## src/core/rsm_pkg.sv

```systemverilog
// package: sizes, types and pin-side constants of the register stack memory
// Behaviour
// - sixteen words of four bits, four-bit word select, write data and read data
// - word is written while write strobe, chip select and load clock are all low
// - while all three stay low the word follows every change of write data
// - load clock rising with chip select low loads addressed word into output register
// - output register holds its word during writes, changes only on qualifying rise
// - output enable high floats all four read data outputs
// - output enable low drives read data outputs from the output register
package rsm_pkg;
  localparam int RSM_WORDS = 16;
  localparam int RSM_WIDTH = 4;
  localparam int RSM_AW = 4;
  localparam logic RSM_LOW = 1'h0;
  localparam logic RSM_HIGH = 1'h1;

  typedef logic [RSM_AW-1:0] rsm_addr_t;
  typedef logic [RSM_WIDTH-1:0] rsm_word_t;
  typedef rsm_word_t [RSM_WORDS-1:0] rsm_array_t;

  // synchronised pin sample
  typedef struct packed {
    rsm_addr_t word_select;
    rsm_word_t write_data_in;
    logic chip_select_n;
    logic write_strobe_n;
    logic register_load_clock;
    logic output_drive_enable_n;
  } rsm_pins_t;

  // state of the top module
  typedef struct packed {
    rsm_pins_t sync1;
    rsm_pins_t sync2;
    logic load_clock_prev;
    rsm_word_t out_reg;
    logic oe;
  } rsm_top_state_t;
endpackage

```

## src/core/rsm_mem_if.sv

```systemverilog
// interface: write and read port between control and the storage array
interface rsm_mem_if;
  import rsm_pkg::*;
  logic wr_en;
  rsm_addr_t wr_addr;
  rsm_word_t wr_data;
  rsm_addr_t rd_addr;
  rsm_word_t rd_data;

  modport ctl (output wr_en, output wr_addr, output wr_data, output rd_addr, input rd_data);
  modport mem (input wr_en, input wr_addr, input wr_data, input rd_addr, output rd_data);
endinterface

```

## src/core/rsm_array.sv

```systemverilog
// storage array of sixteen four-bit words
module rsm_array
  import rsm_pkg::*;
(
  // clock
  input wire logic clk,
  // port to control
  rsm_mem_if.mem port
);
  typedef struct packed {
    rsm_array_t words;
  } rsm_array_state_t;

  rsm_array_state_t s_q;
  rsm_array_state_t s_d;

  always_comb begin
    s_d = s_q;
    if (port.wr_en) begin
      s_d.words[port.wr_addr] = port.wr_data;
    end
  end

  // no reset on the array
  always_ff @(posedge clk) begin
    s_q <= s_d;
  end

  assign port.rd_data = s_q.words[port.rd_addr];
endmodule

```

## src/core/rsm_top.sv

```systemverilog
// top: pin synchronisers, write control, output register and output drive
module rsm_top
  import rsm_pkg::*;
(
  // clock and reset
  input wire logic MCLK,
  input wire logic SYS_RST,
  // controller side pins
  input wire logic [RSM_AW-1:0] WORD_SELECT,
  input wire logic [RSM_WIDTH-1:0] WRITE_DATA_IN,
  input wire logic CHIP_SELECT_N,
  input wire logic WRITE_STROBE_N,
  input wire logic REGISTER_LOAD_CLOCK,
  input wire logic OUTPUT_DRIVE_ENABLE_N,
  // read data pins
  output logic [RSM_WIDTH-1:0] READ_DATA_OUT,
  output logic READ_DATA_OE
);
  // state and its next value
  rsm_top_state_t s_q;
  rsm_top_state_t s_d;

  // raw pins and their synchronised view
  rsm_pins_t pins_in;
  rsm_pins_t pins_seen;

  // named parts of the synchronised view
  rsm_addr_t seen_addr;
  rsm_word_t seen_data;
  logic seen_load;

  // decoded controls
  logic write_now;
  logic load_rise;
  logic drive_now;

  // word at the synchronised address
  rsm_word_t word_read;

  // port between control and the storage array
  rsm_mem_if mem_bus ();

  // true when a synchronised pin is low
  function automatic logic level_low(input logic level);
    logic is_low;
    is_low = (level == RSM_LOW);
    return is_low;
  endfunction

  // write strobe, chip select and load clock all low
  function automatic logic write_condition(input rsm_pins_t pins);
    logic hit;
    case ({pins.write_strobe_n, pins.chip_select_n, pins.register_load_clock})
      3'h0: begin
        hit = RSM_HIGH;
      end
      default: begin
        hit = RSM_LOW;
      end
    endcase
    return hit;
  endfunction

  // load clock low one sample back and high now, with chip select low
  function automatic logic load_condition(input rsm_pins_t pins, input logic prev_level);
    logic hit;
    case ({prev_level, pins.register_load_clock, pins.chip_select_n})
      3'h2: begin
        hit = RSM_HIGH;
      end
      default: begin
        hit = RSM_LOW;
      end
    endcase
    return hit;
  endfunction

  // pins drive while the active-low enable is low
  function automatic logic drive_condition(input rsm_pins_t pins);
    logic enable_on;
    enable_on = level_low(pins.output_drive_enable_n);
    return enable_on;
  endfunction

  // a new word on a load, otherwise the held one
  function automatic rsm_word_t pick_word(input logic take, input rsm_word_t fresh,
      input rsm_word_t held);
    rsm_word_t result;
    if (take) begin
      result = fresh;
    end else begin
      result = held;
    end
    return result;
  endfunction

  // pin sample with all strobes inactive and the load clock high
  function automatic rsm_pins_t idle_pins();
    rsm_pins_t idle;
    idle.word_select = '0;
    idle.write_data_in = '0;
    idle.chip_select_n = RSM_HIGH;
    idle.write_strobe_n = RSM_HIGH;
    idle.register_load_clock = RSM_HIGH;
    idle.output_drive_enable_n = RSM_HIGH;
    return idle;
  endfunction

  // storage array
  rsm_array u_array (
    .clk(MCLK),
    .port(mem_bus.mem)
  );

  // raw pins gathered into one sample
  always_comb begin
    pins_in.word_select = WORD_SELECT;
    pins_in.write_data_in = WRITE_DATA_IN;
    pins_in.chip_select_n = CHIP_SELECT_N;
    pins_in.write_strobe_n = WRITE_STROBE_N;
    pins_in.register_load_clock = REGISTER_LOAD_CLOCK;
    pins_in.output_drive_enable_n = OUTPUT_DRIVE_ENABLE_N;
  end

  // decode from the second sync stage only; the first may be unsettled
  assign pins_seen = s_q.sync2;
  assign seen_addr = pins_seen.word_select;
  assign seen_data = pins_seen.write_data_in;
  assign seen_load = pins_seen.register_load_clock;
  assign write_now = write_condition(pins_seen);
  assign load_rise = load_condition(pins_seen, s_q.load_clock_prev);
  assign drive_now = drive_condition(pins_seen);

  // write and read port of the array
  assign mem_bus.wr_en = write_now;
  assign mem_bus.wr_addr = seen_addr;
  assign mem_bus.wr_data = seen_data;
  assign mem_bus.rd_addr = seen_addr;
  assign word_read = mem_bus.rd_data;

  always_comb begin
    s_d = s_q;

    // first stage takes the raw pins
    s_d.sync1.word_select = pins_in.word_select;
    s_d.sync1.write_data_in = pins_in.write_data_in;
    s_d.sync1.chip_select_n = pins_in.chip_select_n;
    s_d.sync1.write_strobe_n = pins_in.write_strobe_n;
    s_d.sync1.register_load_clock = pins_in.register_load_clock;
    s_d.sync1.output_drive_enable_n = pins_in.output_drive_enable_n;

    // second stage takes the first and nothing else
    s_d.sync2.word_select = s_q.sync1.word_select;
    s_d.sync2.write_data_in = s_q.sync1.write_data_in;
    s_d.sync2.chip_select_n = s_q.sync1.chip_select_n;
    s_d.sync2.write_strobe_n = s_q.sync1.write_strobe_n;
    s_d.sync2.register_load_clock = s_q.sync1.register_load_clock;
    s_d.sync2.output_drive_enable_n = s_q.sync1.output_drive_enable_n;

    // load clock level one sample back, for the edge detector
    s_d.load_clock_prev = seen_load;

    // output register moves only on a qualifying rise
    s_d.out_reg = pick_word(load_rise, word_read, s_q.out_reg);

    // output drive
    if (drive_now) begin
      s_d.oe = RSM_HIGH;
    end else begin
      s_d.oe = RSM_LOW;
    end

    // stages preset inactive so no write or load fires at release
    if (SYS_RST) begin
      s_d.sync1 = idle_pins();
      s_d.sync2 = idle_pins();
      s_d.load_clock_prev = RSM_HIGH;
      s_d.oe = RSM_LOW;
      s_d.out_reg = s_q.out_reg;
    end
  end

  // one register for the whole state
  always_ff @(posedge MCLK) begin
    s_q <= s_d;
  end

  // pins straight from the state flops
  assign READ_DATA_OUT = s_q.out_reg;
  assign READ_DATA_OE = s_q.oe;
endmodule

```

## config.mk

```make
export PLATFORM = sky130hd
export DESIGN_NAME = rsm_top
export DESIGN_NICKNAME = d
export VERILOG_FILES = /design/src/core/rsm_pkg.sv /design/src/core/rsm_mem_if.sv /design/src/core/rsm_array.sv /design/src/core/rsm_top.sv
export SDC_FILE = /design/constraint.sdc
export NUM_CORES = 1
export LEC_CHECK = 0
export ABC_CLOCK_PERIOD_IN_PS = 2670
export BUFFER_PORTS_ARGS = -buffer_cell sky130_fd_sc_hd__buf_2
export CAP_MARGIN = 10
export CORE_ASPECT_RATIO = 0.8
export CORE_MARGIN = 2
export CORE_UTILIZATION = 55
export DETAILED_ROUTE_END_ITERATION = 8
export HOLD_SLACK_MARGIN = 0.08
export PLACE_DENSITY = 0.73
export SLEW_MARGIN = 20
export SYNTH_ARGS = -nofsm -noshare
export SYNTH_HDL_FRONTEND = slang
export SYNTH_SLANG_ARGS = --single-unit
```

## constraint.sdc

```tcl
create_clock -name MCLK -period 2.67 [get_ports MCLK]
set_clock_uncertainty 0.05 [all_clocks]
set_input_delay 0.534 -clock MCLK [delete_from_list [all_inputs] [get_ports MCLK]]
set_output_delay 0.534 -clock MCLK [all_outputs]
set_load 0.05 [all_outputs]
```

## After elaboration in Yosys (flattened, before gate mapping)

Cells that the tools add are included.

- Magnitude comparators: 2
- Equality and inequality tests: 1
- Multiplexer cells: 8
- Bitwise logic cells: 1
- Reduce and logical (&&, ||, !) cells: 3

Operator list:

| kind | count |
|---|---|
| 64-bit bitwise mux | 1 |
| 4-bit binary-select mux with 4-bit select | 1 |
| 4-bit demux with 4-bit select | 1 |
| 4-bit two-way mux | 2 |
| 4-bit by 5-bit < comparator with 1-bit output (second input constant) | 1 |
| 4-bit by 1-bit greater-or-equal comparator with 1-bit output (second input constant) | 1 |
| 3-bit by 2-bit == test with 1-bit output (second input constant) | 1 |
| 3-bit zero test | 1 |
| 1-bit two-way mux | 3 |
| 2-bit AND reduction | 1 |
| 1-bit logical AND | 1 |
| 1-bit inverter | 1 |

- Flip-flop bits (word level): 94
- Input port bits: 14
- Output and inout bits: 5
- Word-level logic and storage cells: 46

## Logic depth before layout (Yosys ltp)

Gate-level depths: netlist of the first run.

- Depth after elaboration: 5
- Gate-level depth with buffers: 5

## Modules after synthesis

A second synthesis of the first run with hierarchy kept.

- Cell total of the unflattened synthesis: 190
- Area total of the unflattened synthesis: 3485.8 um2

By module, submodules not included:

| module | times used | cells an instance | area an instance (um2) |
|---|---|---|---|
| rsm_array | 1 | 126 | 2586.2 |
| rsm_top | 1 | 64 | 899.6 |

## Worst setup path before layout of the first run

Ideal clock, no wire load.

- Path kind: reg-to-reg
- Start: reg, netlist name mem_bus.rd_addr[1]
- End: reg u_array.s_q[0] in the netlist's numbering (enable)
- Arrival time: 1267 ps
- Required time: 2259 ps
- Slack: 992 ps
- Stages on the path, launching flop included: 5
- Period minus slack after synthesis: 1678 ps
- Path through: dfxtp_1 buf_2 nor4_1 nand2b_1 nor3_1

RTL lines:

| what | line | source |
|---|---|---|
| end signal, assigned | rsm_array.sv:26 | `s_q <= s_d;` |
| end, declared | rsm_array.sv:14 | `rsm_array_state_t s_q;` |

## Final worst setup path of the first run

- Start: reg s_q, in the netlist mem_bus.rd_addr[0]
- End: reg s_q, in the netlist READ_DATA_OUT[2] (data pin)

- Longest elaborated chain between the ends: 2

Ends and longest elaborated chain:

| what | line | source |
|---|---|---|
| start, declared | rsm_top.sv:20 | `rsm_top_state_t s_q;` |
| start signal, assigned | rsm_top.sv:185 | `s_q <= s_d;` |
| 4-bit binary-select mux with 4-bit select | rsm_array.sv:29 | `assign port.rd_data = s_q.words[port.rd_addr];` |
| 4-bit two-way mux (not written as such) | rsm_array.sv:29 |  |
| named net mem_bus.rd_data[2] | rsm_mem_if.sv:8 | `rsm_word_t rd_data;` |

The timed path passes the listed nets, and every way through them passes these cells. The select of a mux whose other input is x is not followed.
A chain may end at the register's enable or synchronous reset.

==> results of run 1 <==
critical path: stages (launching register included):
cell and delay [ns]:
dfxtp_1 0.60, buf_4 0.24, mux4_2 0.51, a22oi_1 0.20
nand3_1 0.13
placed cells by master (no fill, tap or decap):
cell type   n
nor2_1     14
edfxtp_1   68
inv_4       2
nor2b_1    18
clkinv_4    1
nand2b_1    3
nor4_1      1
nor4b_1     1
nor3_1      5
buf_4       4
clkinv_2    2
or2_2       9
nand3b_1    1
mux4_2     16
nand3_1     9
clkbuf_8    9
clkbuf_1    1
buf_2      18
clkbuf_16   1
dfxtp_1    26
nand2_1     6
a22oi_1     4
worst paths after layout:
path / from / to / slack [ns] / cells past startpoint
min reg2reg: pins_seen[0]$_SDFF_PP1_ / READ_DATA_OE$_SDFF_PP0_ / 0.35 / 1
max: mem_bus.rd_addr[0]$_SDFF_PP0_ / READ_DATA_OUT[2]$_DFFE_PP_ / 0.70 / 4
max reg2reg: mem_bus.rd_addr[0]$_SDFF_PP0_ / READ_DATA_OUT[2]$_DFFE_PP_ / 0.70 / 4
min: REGISTER_LOAD_CLOCK / s_q[19]$_SDFF_PP1_ / 0.30 / 2
layout make-up:
type,instances,share of cell area [%]
multi-input combinational,87,20.1
timing repair buffer,22,3.23
clock inverter,5,0.842
sequential,94,69.0
tap,81,2.73
clock buffer,11,4.11
logic make-up (layout without fill, tap and decap cells):
family	count (synthesis)	in the layout	share of synthesized area, %
AOI/OAI and AO/OA	4	4	0.889
buffers and inverters	12	38	2.11
DFF	94	94	75.8
muxes	16	16	10.7
and+or+nand+nor	67	67	10.5
state kept, by name (all words and copies together) (netlist names):
name             cells
u_array.s_q         64
s_q                 13
READ_DATA_OUT        4
pins_seen            3
READ_DATA_OE         1
mem_bus.rd_addr      4
mem_bus.wr_data      4
seen_load            1
power by group:
part	internal, uW	switching [uW]	leakage (uW)
registers	1570	25.0	0.000954
clock network	394	454	0.0000991
logic	33.1	25.3	0.000295
routing by layer:
metal | vias to the layer above | wire length [um] | global-route usage (%) | share of wire (%)
li1 | 759 | - | - | -
met1 | 800 | 2380 | 24.1 | 42
met2 | 82 | 2710 | 28.7 | 48
met3 | 6 | 470 | 6.99 | 8.4
met4 | 0 | 51 | 6.23 | 0.91
met5 | - | 0 | 0 | 0
through the flow:
step / util, % / hold slack (ns) / total power [uW]
finish: 62.8 / 0.304 / 2500
global placement: 59.7 / 0.326 / 1690
CTS: 62.8 / 0.286 / 2520
floorplan: - / 0.313 / 1660
global route: 62.8 / 0.279 / 2600
detailed placement: 59.7 / 0.333 / 1690
synthesized netlist by cell type:
cell and number:
a22oi_1 4, nand3_1 9, nor2b_1 18, nor2_1 14
buf_4 4, nor4b_1 1, nor4_1 1, nand2_1 6
nand3b_1 1, buf_2 3, buf_6 1, nand2b_1 3
edfxtp_1 68, mux4_2 16, nor3_1 5, clkbuf_1 4
dfxtp_1 26, or2_2 9
==> reports/metrics.cfg, run 1 <==
[cells_and_area]
antenna_cells=0
seq_area_sq_mm=0.00256
multi_input_area_sq_um=746
instances_no_fill=300
areaGrowthSynthToFinish_pct=9.89
final_area_sq_mm=0.00371
fillers=423
finalNetCount=228
drive_above_1_share_pct=28.3

[floorplan]
die_w_um=91.6
io_pins=19
initial_core_util_pct=57.2
die_h_um=74.1
num_rows=25
core_area_sq_mm=0.00591
die-area_sq_mm=0.00679

[job]
max_cap_violations=0

[global_routing]
grt_max_degree=28
grt_pass1_wl_mm=8.78
gr-total-overflow=0
grt_pass1_vias=1579
antenna_found_initial=0
grt_usage_pct=18.3

[setup_path]
crit_path_end_kind=flip-flop
start_kind=flip-flop
crit_arrival_ns=2.03
worst_ep_required_time_ns=2.73
worst-path-max-fanout=10
critical_path_class=reg -> reg

[power_and_ir_drop]
vdd_drop_max_mv=0.434
power_density_mw_per_mm2=675
power.leakage_uw=0.00135

[place]
numPortBuffers=18
placedCellCount=284
place_ws_ns=0.669
dpl_cell_area_sq_mm=0.00353
gp_congestion=0.775
dp_hpwl_mm=3.83

[timing]
setup_violations=0
maxSlewHeadroom_pct=56.4
period_share_pct=73.9
fmax_ghz=0.507
hold_viol_final=0
worst_slack_ns=0.697
rsz0062_at_grt=no
period_needed_ns=1.97
finalSetupTns_ns=0
slew_violations=0
worst_pin_slew_ns=0.654

[synth]
synth_fp_nets=207
synth-seq-cells=94
syn_avg_cell_area_sq_um=17.5
yosys-top-cells-area=edfxtp_1 60%, dfxtp_1 15%, mux4_2 11%
synthCells=193
ys_warn_count=0
synth_top_cell_by_area=edfxtp_1
syn_area_sq_mm=0.00338
yosysUniqueCellTypes=18
yosysTopAreaCellShare_pct=60.4
ys_seq_area_share_pct=75.8

[clock_network]
cts_buffers=9
clockBufferDepth=2
htreeDepth=3
cts_setup_buffers=0
ctsResizeCount=0
cts_tree=built
clk_latency_ns=0.35
path_clk_slew_ns=0.09
cts-root-buf=clkbuf_8
holdBufCountCts=0
clock_sinks=94

[hold_path]
hold_class=in -> reg

[detailed_routing]
drtPass1Iterations=4
final_antenna_net_count=0
wl_per_cell_um=18.7
vias=1647
drc=0
drt_iter0_markers=229
wl_mm=5.62
vias_per_cell=5.49

[status]
outcome=finished clean

Note: power is estimated with default switching activity, not from simulation.
==> run 2, diff against run 1 <==
--- a/config.mk
+++ b/config.mk
@@ -5,15 +5,16 @@
 export SDC_FILE = /design/constraint.sdc
 export NUM_CORES = 1
 export LEC_CHECK = 0
-export ABC_CLOCK_PERIOD_IN_PS = 2670
+export ABC_AREA = 1
+export ABC_CLOCK_PERIOD_IN_PS = 1800
 export BUFFER_PORTS_ARGS = -buffer_cell sky130_fd_sc_hd__buf_2
 export CAP_MARGIN = 10
 export CORE_ASPECT_RATIO = 0.8
 export CORE_MARGIN = 2
-export CORE_UTILIZATION = 55
+export CORE_UTILIZATION = 54
 export DETAILED_ROUTE_END_ITERATION = 8
 export HOLD_SLACK_MARGIN = 0.08
-export PLACE_DENSITY = 0.73
+export PLACE_DENSITY = 0.74
 export SLEW_MARGIN = 20
 export SYNTH_ARGS = -nofsm -noshare
 export SYNTH_HDL_FRONTEND = slang
==> constraint.sdc (replaced) <==
create_clock -name MCLK -period 1.8 [get_ports MCLK]
set_clock_uncertainty 0.05 [all_clocks]
set_input_delay 0.36 -clock MCLK [delete_from_list [all_inputs] [get_ports MCLK]]
set_output_delay 0.36 -clock MCLK [all_outputs]
set_load 0.05 [all_outputs]
==> run 2 against run 1 <==
Effect of this change:
- sequential power rose by 48%
- critical path depth did not move
- clock power rose by 72%
- first-iteration DRC count fell by 2.2%
- synthesized area rose by 11%
- die area rose by 13%
- critical path type unchanged
- highest routed layer unchanged
==> reports/metrics.cfg, run 2 <==
[detailed_routing]
final_antenna_net_count=0  ; unchanged
drt_iter0_markers=224  ; -2.2%
vias=2337  ; +42%
wl_per_cell_um=13.7  ; -27%
wl_mm=6.66  ; +19%
drtPass1Iterations=4  ; unchanged
vias_per_cell=4.81  ; -12%
drc=0  ; unchanged

[cells_and_area]
drive_above_1_share_pct=20.1  ; -8.3 points
largest_reg_flops=64  ; unchanged
seq_area_sq_mm=0.00256  ; unchanged
areaGrowthSynthToFinish_pct=10.3
regMostFlops=u_array.s_q
layout_common_cells=154 x nand2_1, 68 x edfxtp_1, 35 x nor2_1, 30 x inv_1, 26 x dfxtp_1
instances_no_fill=486  ; +62%
top_regs=u_array.s_q (64), s_q (13)
fillers=549  ; +30%
final_common_cell=nand2_1
antenna_cells=0  ; unchanged
final_area_sq_mm=0.00415  ; +12%
multi_input_area_sq_um=922  ; +24%
finalNetCount=408  ; +79%

[setup_path]
crit_chain=nor3_1, buf_4, nand3_1, nor2_1
max_stage_delay_ns=0.39  ; -0.21 ns
critical_path_class=reg -> reg
crit_arrival_ns=1.58  ; -0.45 ns
worst-path-max-fanout=4  ; -6
start_kind=flip-flop
slowest_stage=nor2_1
worst_ep_required_time_ns=1.78  ; -0.95 ns
crit_path_end_kind=flip-flop

[synth]
synth-seq-cells=94  ; unchanged
ys_warn_count=0  ; unchanged
yosys-top-cells-count=154 x nand2_1, 68 x edfxtp_1, 35 x nor2_1
yosysUniqueCellTypes=17  ; -1
async_flop_share_pct=0  ; unchanged
yosysTopAreaCellShare_pct=54.3  ; -6.2 points
yosys-top-cells-area=edfxtp_1 54%, nand2_1 15%, dfxtp_1 14%
ys_seq_area_share_pct=68.1  ; -7.7 points
syn_area_sq_mm=0.00376  ; +11%
synth_top_cell_by_area=edfxtp_1
syn_avg_cell_area_sq_um=10.3  ; -41%
synth_edf_count=68  ; unchanged
synth_fp_nets=381  ; +84%
yosysMostFrequentCell=nand2_1
synth_ff_type=edfxtp_1
synthCells=367  ; +90%

[timing]
worst_pin_slew_ns=0.644  ; -0.00953 ns
period_needed_ns=1.60  ; -0.372 ns
hold_viol_final=0  ; unchanged
fmax_ghz=0.625  ; +23%
slew_violations=0  ; unchanged
finalSetupTns_ns=0  ; unchanged
maxSlewHeadroom_pct=57.0  ; +0.64 points
period_share_pct=88.9  ; +15 points
setup_violations=0  ; unchanged
rsz0062_at_grt=no

[power_and_ir_drop]
power.leakage_uw=0.00181  ; +34%
power_density_mw_per_mm2=961  ; +43%
vdd_drop_max_mv=0.753  ; +74%

[global_routing]
grt_use_met1_pct=24.3  ; +0.23 points
use_met3_pct=5.43  ; -1.6 points
grt_usage_pct=19.1  ; +0.82 points
grt_max_degree=21  ; -25%
antenna_found_initial=0  ; unchanged
gr-total-overflow=0  ; unchanged
globalRouteMet2Util_pct=31.0  ; +2.4 points
grt.busiest_layer=met2
grt_pass1_vias=2328  ; +47%
grt_pass1_wl_mm=11.0  ; +25%

[clock_network]
htreeDepth=3  ; unchanged
cts_setup_buffers=0  ; unchanged
clockBufferDepth=2  ; unchanged
path_clk_slew_ns=0.09  ; about the same
cts_tree=built
ctsResizeCount=0  ; unchanged
cts-root-buf=clkbuf_8
cts_buffers=9  ; unchanged
holdBufCountCts=0  ; unchanged
clock_sinks=94  ; unchanged
clk_latency_ns=0.36  ; about the same

[floorplan]
die_h_um=78.7  ; +6.2%
initial_core_util_pct=55.2  ; -2.0 points
core_area_sq_mm=0.00682  ; +15%
num_rows=27  ; +8.0%
die-area_sq_mm=0.00766  ; +13%
die_w_um=97.3  ; +6.2%
io_pins=19  ; unchanged

[status]
outcome=finished clean

[place]
dpl_cell_area_sq_mm=0.00394  ; +12%
numPortBuffers=18  ; unchanged
gp_congestion=0.825  ; +6.5%
dp_hpwl_mm=4.43  ; +16%
placedCellCount=470  ; +65%

[job]
max_cap_violations=0  ; unchanged

[hold_path]
hold_class=in -> reg

-- run 2: layout make-up --
| class | instances | area share [%] |
|---|---|---|
| clock buffers | 11 | 3.71 |
| clock inverters | 5 | 1.45 |
| inverters | 32 | 3.08 |
| multi-input cells | 224 | 22.2 |
| flip-flops and latches | 94 | 61.7 |
| well taps | 87 | 2.62 |
| repair buffers | 33 | 5.19 |
-- run 2: worst max-delay path, delay by kind of cell (launching register included) --
family	cells	cell delay, ns
and+or+nand+nor	3	0.74
DFF	1	0.32
buffers and inverters	1	0.15
-- run 2: final timing paths --
| path | startpoint | to | slack (ns) | cells past startpoint |
|---|---|---|---|---|
| max reg2reg | pins_seen[3]$_SDFF_PP1_ | u_array.s_q[60]$_DFFE_PP_ | 0.20 | 4 |
| min reg2reg | pins_seen[0]$_SDFF_PP1_ | READ_DATA_OE$_SDFF_PP0_ | 0.33 | 1 |
| max | pins_seen[3]$_SDFF_PP1_ | u_array.s_q[60]$_DFFE_PP_ | 0.20 | 4 |
| min | OUTPUT_DRIVE_ENABLE_N | s_q[18]$_SDFF_PP1_ | 0.12 | 2 |
-- run 2: per-layer routing --
metal	wire, um	vias to the layer above
met5	0	-
met4	68	0
met3	403	6
met2	3250	59
met1	2940	1083
li1	-	1189
-- run 2: power breakdown --
part / leakage (uW) / switching [uW] / internal [uW]
Clock: 0.000113 / 718 / 744
Combinational: 0.000858 / 109 / 62.8
Sequential: 0.000840 / 20.7 / 2330
-- run 2: kinds of logic after synthesis --
logic type,synth area share (%)
buf+inv,7.41
flops,68.1
simple gates,24.5
-- run 2: metrics by stage --
| step | power, uW | hold slack (ns) | setup WS, ns | utilization (%) |
|---|---|---|---|---|
| 2_1_floorplan | 2530 | 0.313 | 0.256 | - |
| 3_3_place_gp | 2570 | 0.315 | 0.212 | 57.7 |
| 3_5_place_dp | 2580 | 0.316 | 0.198 | 57.7 |
| 4_1_cts | 4020 | 0.108 | 0.188 | 60.8 |
| 5_1_grt | 4120 | 0.118 | 0.0445 | 60.8 |
| 6_report | 3990 | 0.124 | 0.199 | 60.8 |
==> run 3, diff against run 2 <==
--- a/config.mk
+++ b/config.mk
@@ -7,14 +7,15 @@
 export LEC_CHECK = 0
 export ABC_AREA = 1
 export ABC_CLOCK_PERIOD_IN_PS = 1800
-export BUFFER_PORTS_ARGS = -buffer_cell sky130_fd_sc_hd__buf_2
 export CAP_MARGIN = 10
 export CORE_ASPECT_RATIO = 0.8
 export CORE_MARGIN = 2
-export CORE_UTILIZATION = 54
+export CORE_UTILIZATION = 55
 export DETAILED_ROUTE_END_ITERATION = 8
+export DONT_BUFFER_PORTS = 1
 export HOLD_SLACK_MARGIN = 0.08
-export PLACE_DENSITY = 0.74
+export PLACE_DENSITY = 0.73
+export RECOVER_POWER = 100
 export SLEW_MARGIN = 20
 export SYNTH_ARGS = -nofsm -noshare
 export SYNTH_HDL_FRONTEND = slang
==> run 3 against run 2 <==
Effect of this change:
- die area shrank 1.7%
- largest cell class unchanged
- power fell by 4.6%
- maximum frequency down 3.4%
- cell count is 3.3% lower
- utilization grew 1.9 points
- non-clock buffer count shrank 13
- register-to-register slack got worse by 0.06 ns
- combinational power is essentially flat
- sequential share of layout area rose by 1.0 points
- count of clock-buffer cells in the layout is the same
- critical endpoint is now u_array.s_q[42]$_DFFE_PP_
- flip-flop and latch count unchanged
==> reports/metrics.cfg, run 3 (same netlist as run 2, synthesis figures left out) <==
[floorplan]
die_h_um=78.0  ; -0.86%
initial_core_util_pct=57.8  ; +2.7 points
core_area_sq_mm=0.00651  ; -4.7%
die_w_um=96.5  ; -0.88%
io_pins=19  ; unchanged
num_rows=26  ; -3.7%
die-area_sq_mm=0.00752  ; -1.7%

[place]
gp_congestion=0.860  ; +4.2%
placedCellCount=441  ; -6.2%
numPortBuffers=0  ; -18
dp_hpwl_mm=4.52  ; +2.1%

[timing]
hold_viol_final=0  ; unchanged
period_share_pct=92.0  ; +3.1 points
fmax_ghz=0.604  ; -3.4%
slew_violations=0  ; unchanged
maxSlewHeadroom_pct=47.2  ; -9.8 points
period_needed_ns=1.66  ; +0.0559 ns
rsz0062_at_grt=no
setup_violations=0  ; unchanged
finalSetupTns_ns=0  ; unchanged
worst_pin_slew_ns=0.790  ; +0.146 ns

[global_routing]
grt_pass1_wl_mm=11.2  ; +2.1%
gr-total-overflow=0  ; unchanged
grt_usage_pct=21.1  ; +2.0 points
grt_pass1_vias=2255  ; -3.1%
antenna_found_initial=0  ; unchanged
grt_max_degree=36  ; +71%

[clock_network]
clock_sinks=94  ; unchanged
holdBufCountCts=13  ; +13
cts_setup_buffers=0  ; unchanged
clk_latency_ns=0.36  ; about the same
cts-root-buf=clkbuf_8
path_clk_slew_ns=0.09  ; about the same
htreeDepth=3  ; unchanged
ctsResizeCount=0  ; unchanged
cts_tree=built
cts_buffers=9  ; unchanged
clockBufferDepth=2  ; unchanged

[detailed_routing]
wl_mm=6.99  ; +4.9%
final_antenna_net_count=0  ; unchanged
drc=0  ; unchanged
drt_iter0_markers=199  ; -11%
drtPass1Iterations=5  ; +1
vias=2323  ; -0.60%
vias_per_cell=4.94  ; +2.8%
wl_per_cell_um=14.9  ; +8.5%

[cells_and_area]
largest_reg_flops=64  ; unchanged
antenna_cells=0  ; unchanged
layout_common_cells=154 x nand2_1, 68 x edfxtp_1, 35 x nor2_1, 30 x inv_1, 26 x dfxtp_1
instances_no_fill=470  ; -3.3%
drive_above_1_share_pct=13.0  ; -7.1 points
regMostFlops=u_array.s_q
finalNetCount=395  ; -3.2%
final_common_cell=nand2_1
final_core_util_pct=62.7  ; +1.9 points
areaGrowthSynthToFinish_pct=8.48
top_regs=u_array.s_q (64), s_q (13)
fillers=515  ; -6.2%

[hold_path]
whs_path_depth=2  ; unchanged
min_from=SYS_RST
hold_class=in -> reg
min_to=READ_DATA_OUT[3]$_DFFE_PP_

[setup_path]
worstReg2RegEnd=u_array.s_q[42]$_DFFE_PP_
regToRegSetupSlack_ns=0.14  ; -0.06 ns
crit_arrival_ns=1.64  ; +0.06 ns
crit_path_end_kind=flip-flop
critical_path_class=reg -> reg
rr_startpoint=mem_bus.rd_addr[0]$_SDFF_PP0_
r2r_cells=4  ; unchanged
start_kind=flip-flop
worst-path-max-fanout=35  ; +31
worst_ep_required_time_ns=1.78  ; about the same

[status]
outcome=finished clean

[power_and_ir_drop]
power.leakage_uw=0.00173  ; -4.7%
power_density_mw_per_mm2=932  ; -3.0%
vdd_drop_max_mv=0.774  ; +2.8%
total_power_uw=3810  ; -4.6%

[job]
max_cap_violations=0  ; unchanged

[run 3: cell count changes in the layout (fill, tap and decap cells not counted), sizes merged]
cell,before,now
bufinv,1,0
inv,36,35
buf,33,4
dlygate4sd3,0,13
clkbuf,11,14
clkinv,0,2
[run 3: stage by stage]
| step | setup slack [ns] | hold WS [ns] | cell area (sq um) |
|---|---|---|---|
| 6_report | 0.143 | 0.321 | 4080 |
| 2_1_floorplan | 0.256 | 0.313 | 3760 |
| 4_1_cts | 0.127 | 0.274 | 4090 |
| 3_3_place_gp | 0.196 | 0.314 | 3780 |
| 5_1_grt | 0.00142 | 0.319 | 4080 |
| 3_5_place_dp | 0.102 | 0.336 | 3780 |
[run 3: final cells by class]
type / count / area [sq um] / share of cell area (%)
Sequential cell: 94 / 2560 / 62.8
Tap cell: 84 / 105 / 2.57
Timing Repair Buffer: 20 / 184 / 4.51
Multi-Input combinational cell: 224 / 922 / 22.6
Inverter: 32 / 128 / 3.13
Clock inverter: 5 / 28.8 / 0.705
Clock buffer: 11 / 153 / 3.74
[run 3: worst max path at each step]
stage	start	end	slack, ns	depth (start not counted)
floorplan	SYS_RST	READ_DATA_OUT[0]$_DFFE_PP_	0.26	3
global placement	mem_bus.rd_addr[0]$_SDFF_PP0_	u_array.s_q[19]$_DFFE_PP_	0.20	4
detailed placement	mem_bus.rd_addr[0]$_SDFF_PP0_	u_array.s_q[19]$_DFFE_PP_	0.10	4
CTS	mem_bus.rd_addr[0]$_SDFF_PP0_	u_array.s_q[32]$_DFFE_PP_	0.13	4
global route	mem_bus.rd_addr[0]$_SDFF_PP0_	u_array.s_q[3]$_DFFE_PP_	0.001	4
finish	mem_bus.rd_addr[0]$_SDFF_PP0_	u_array.s_q[42]$_DFFE_PP_	0.14	4
[run 3: routing by layer]
metal  vias to the layer above  GRT usage (%)  wire, um
met5                         -              0         0
met4                         0           7.61        93
met3                        10           6.31       508
met2                        78           33.1      3420
met1                      1071           27.8      2970
li1                       1164              -         -
[run 3: worst max-delay path, cell delays in order (launching register included)]
cell and delay [ns]:
dfxtp_1 0.33, buf_12 0.17, inv_8 0.21, nand3_1 0.22
nor2_1 0.34
[run 3: report_power, final]
group / switching, uW / internal, uW
Sequential: 26.7 / 2340
Clock: 689 / 584
Combinational: 107 / 64.9
Total: 823 / 2980
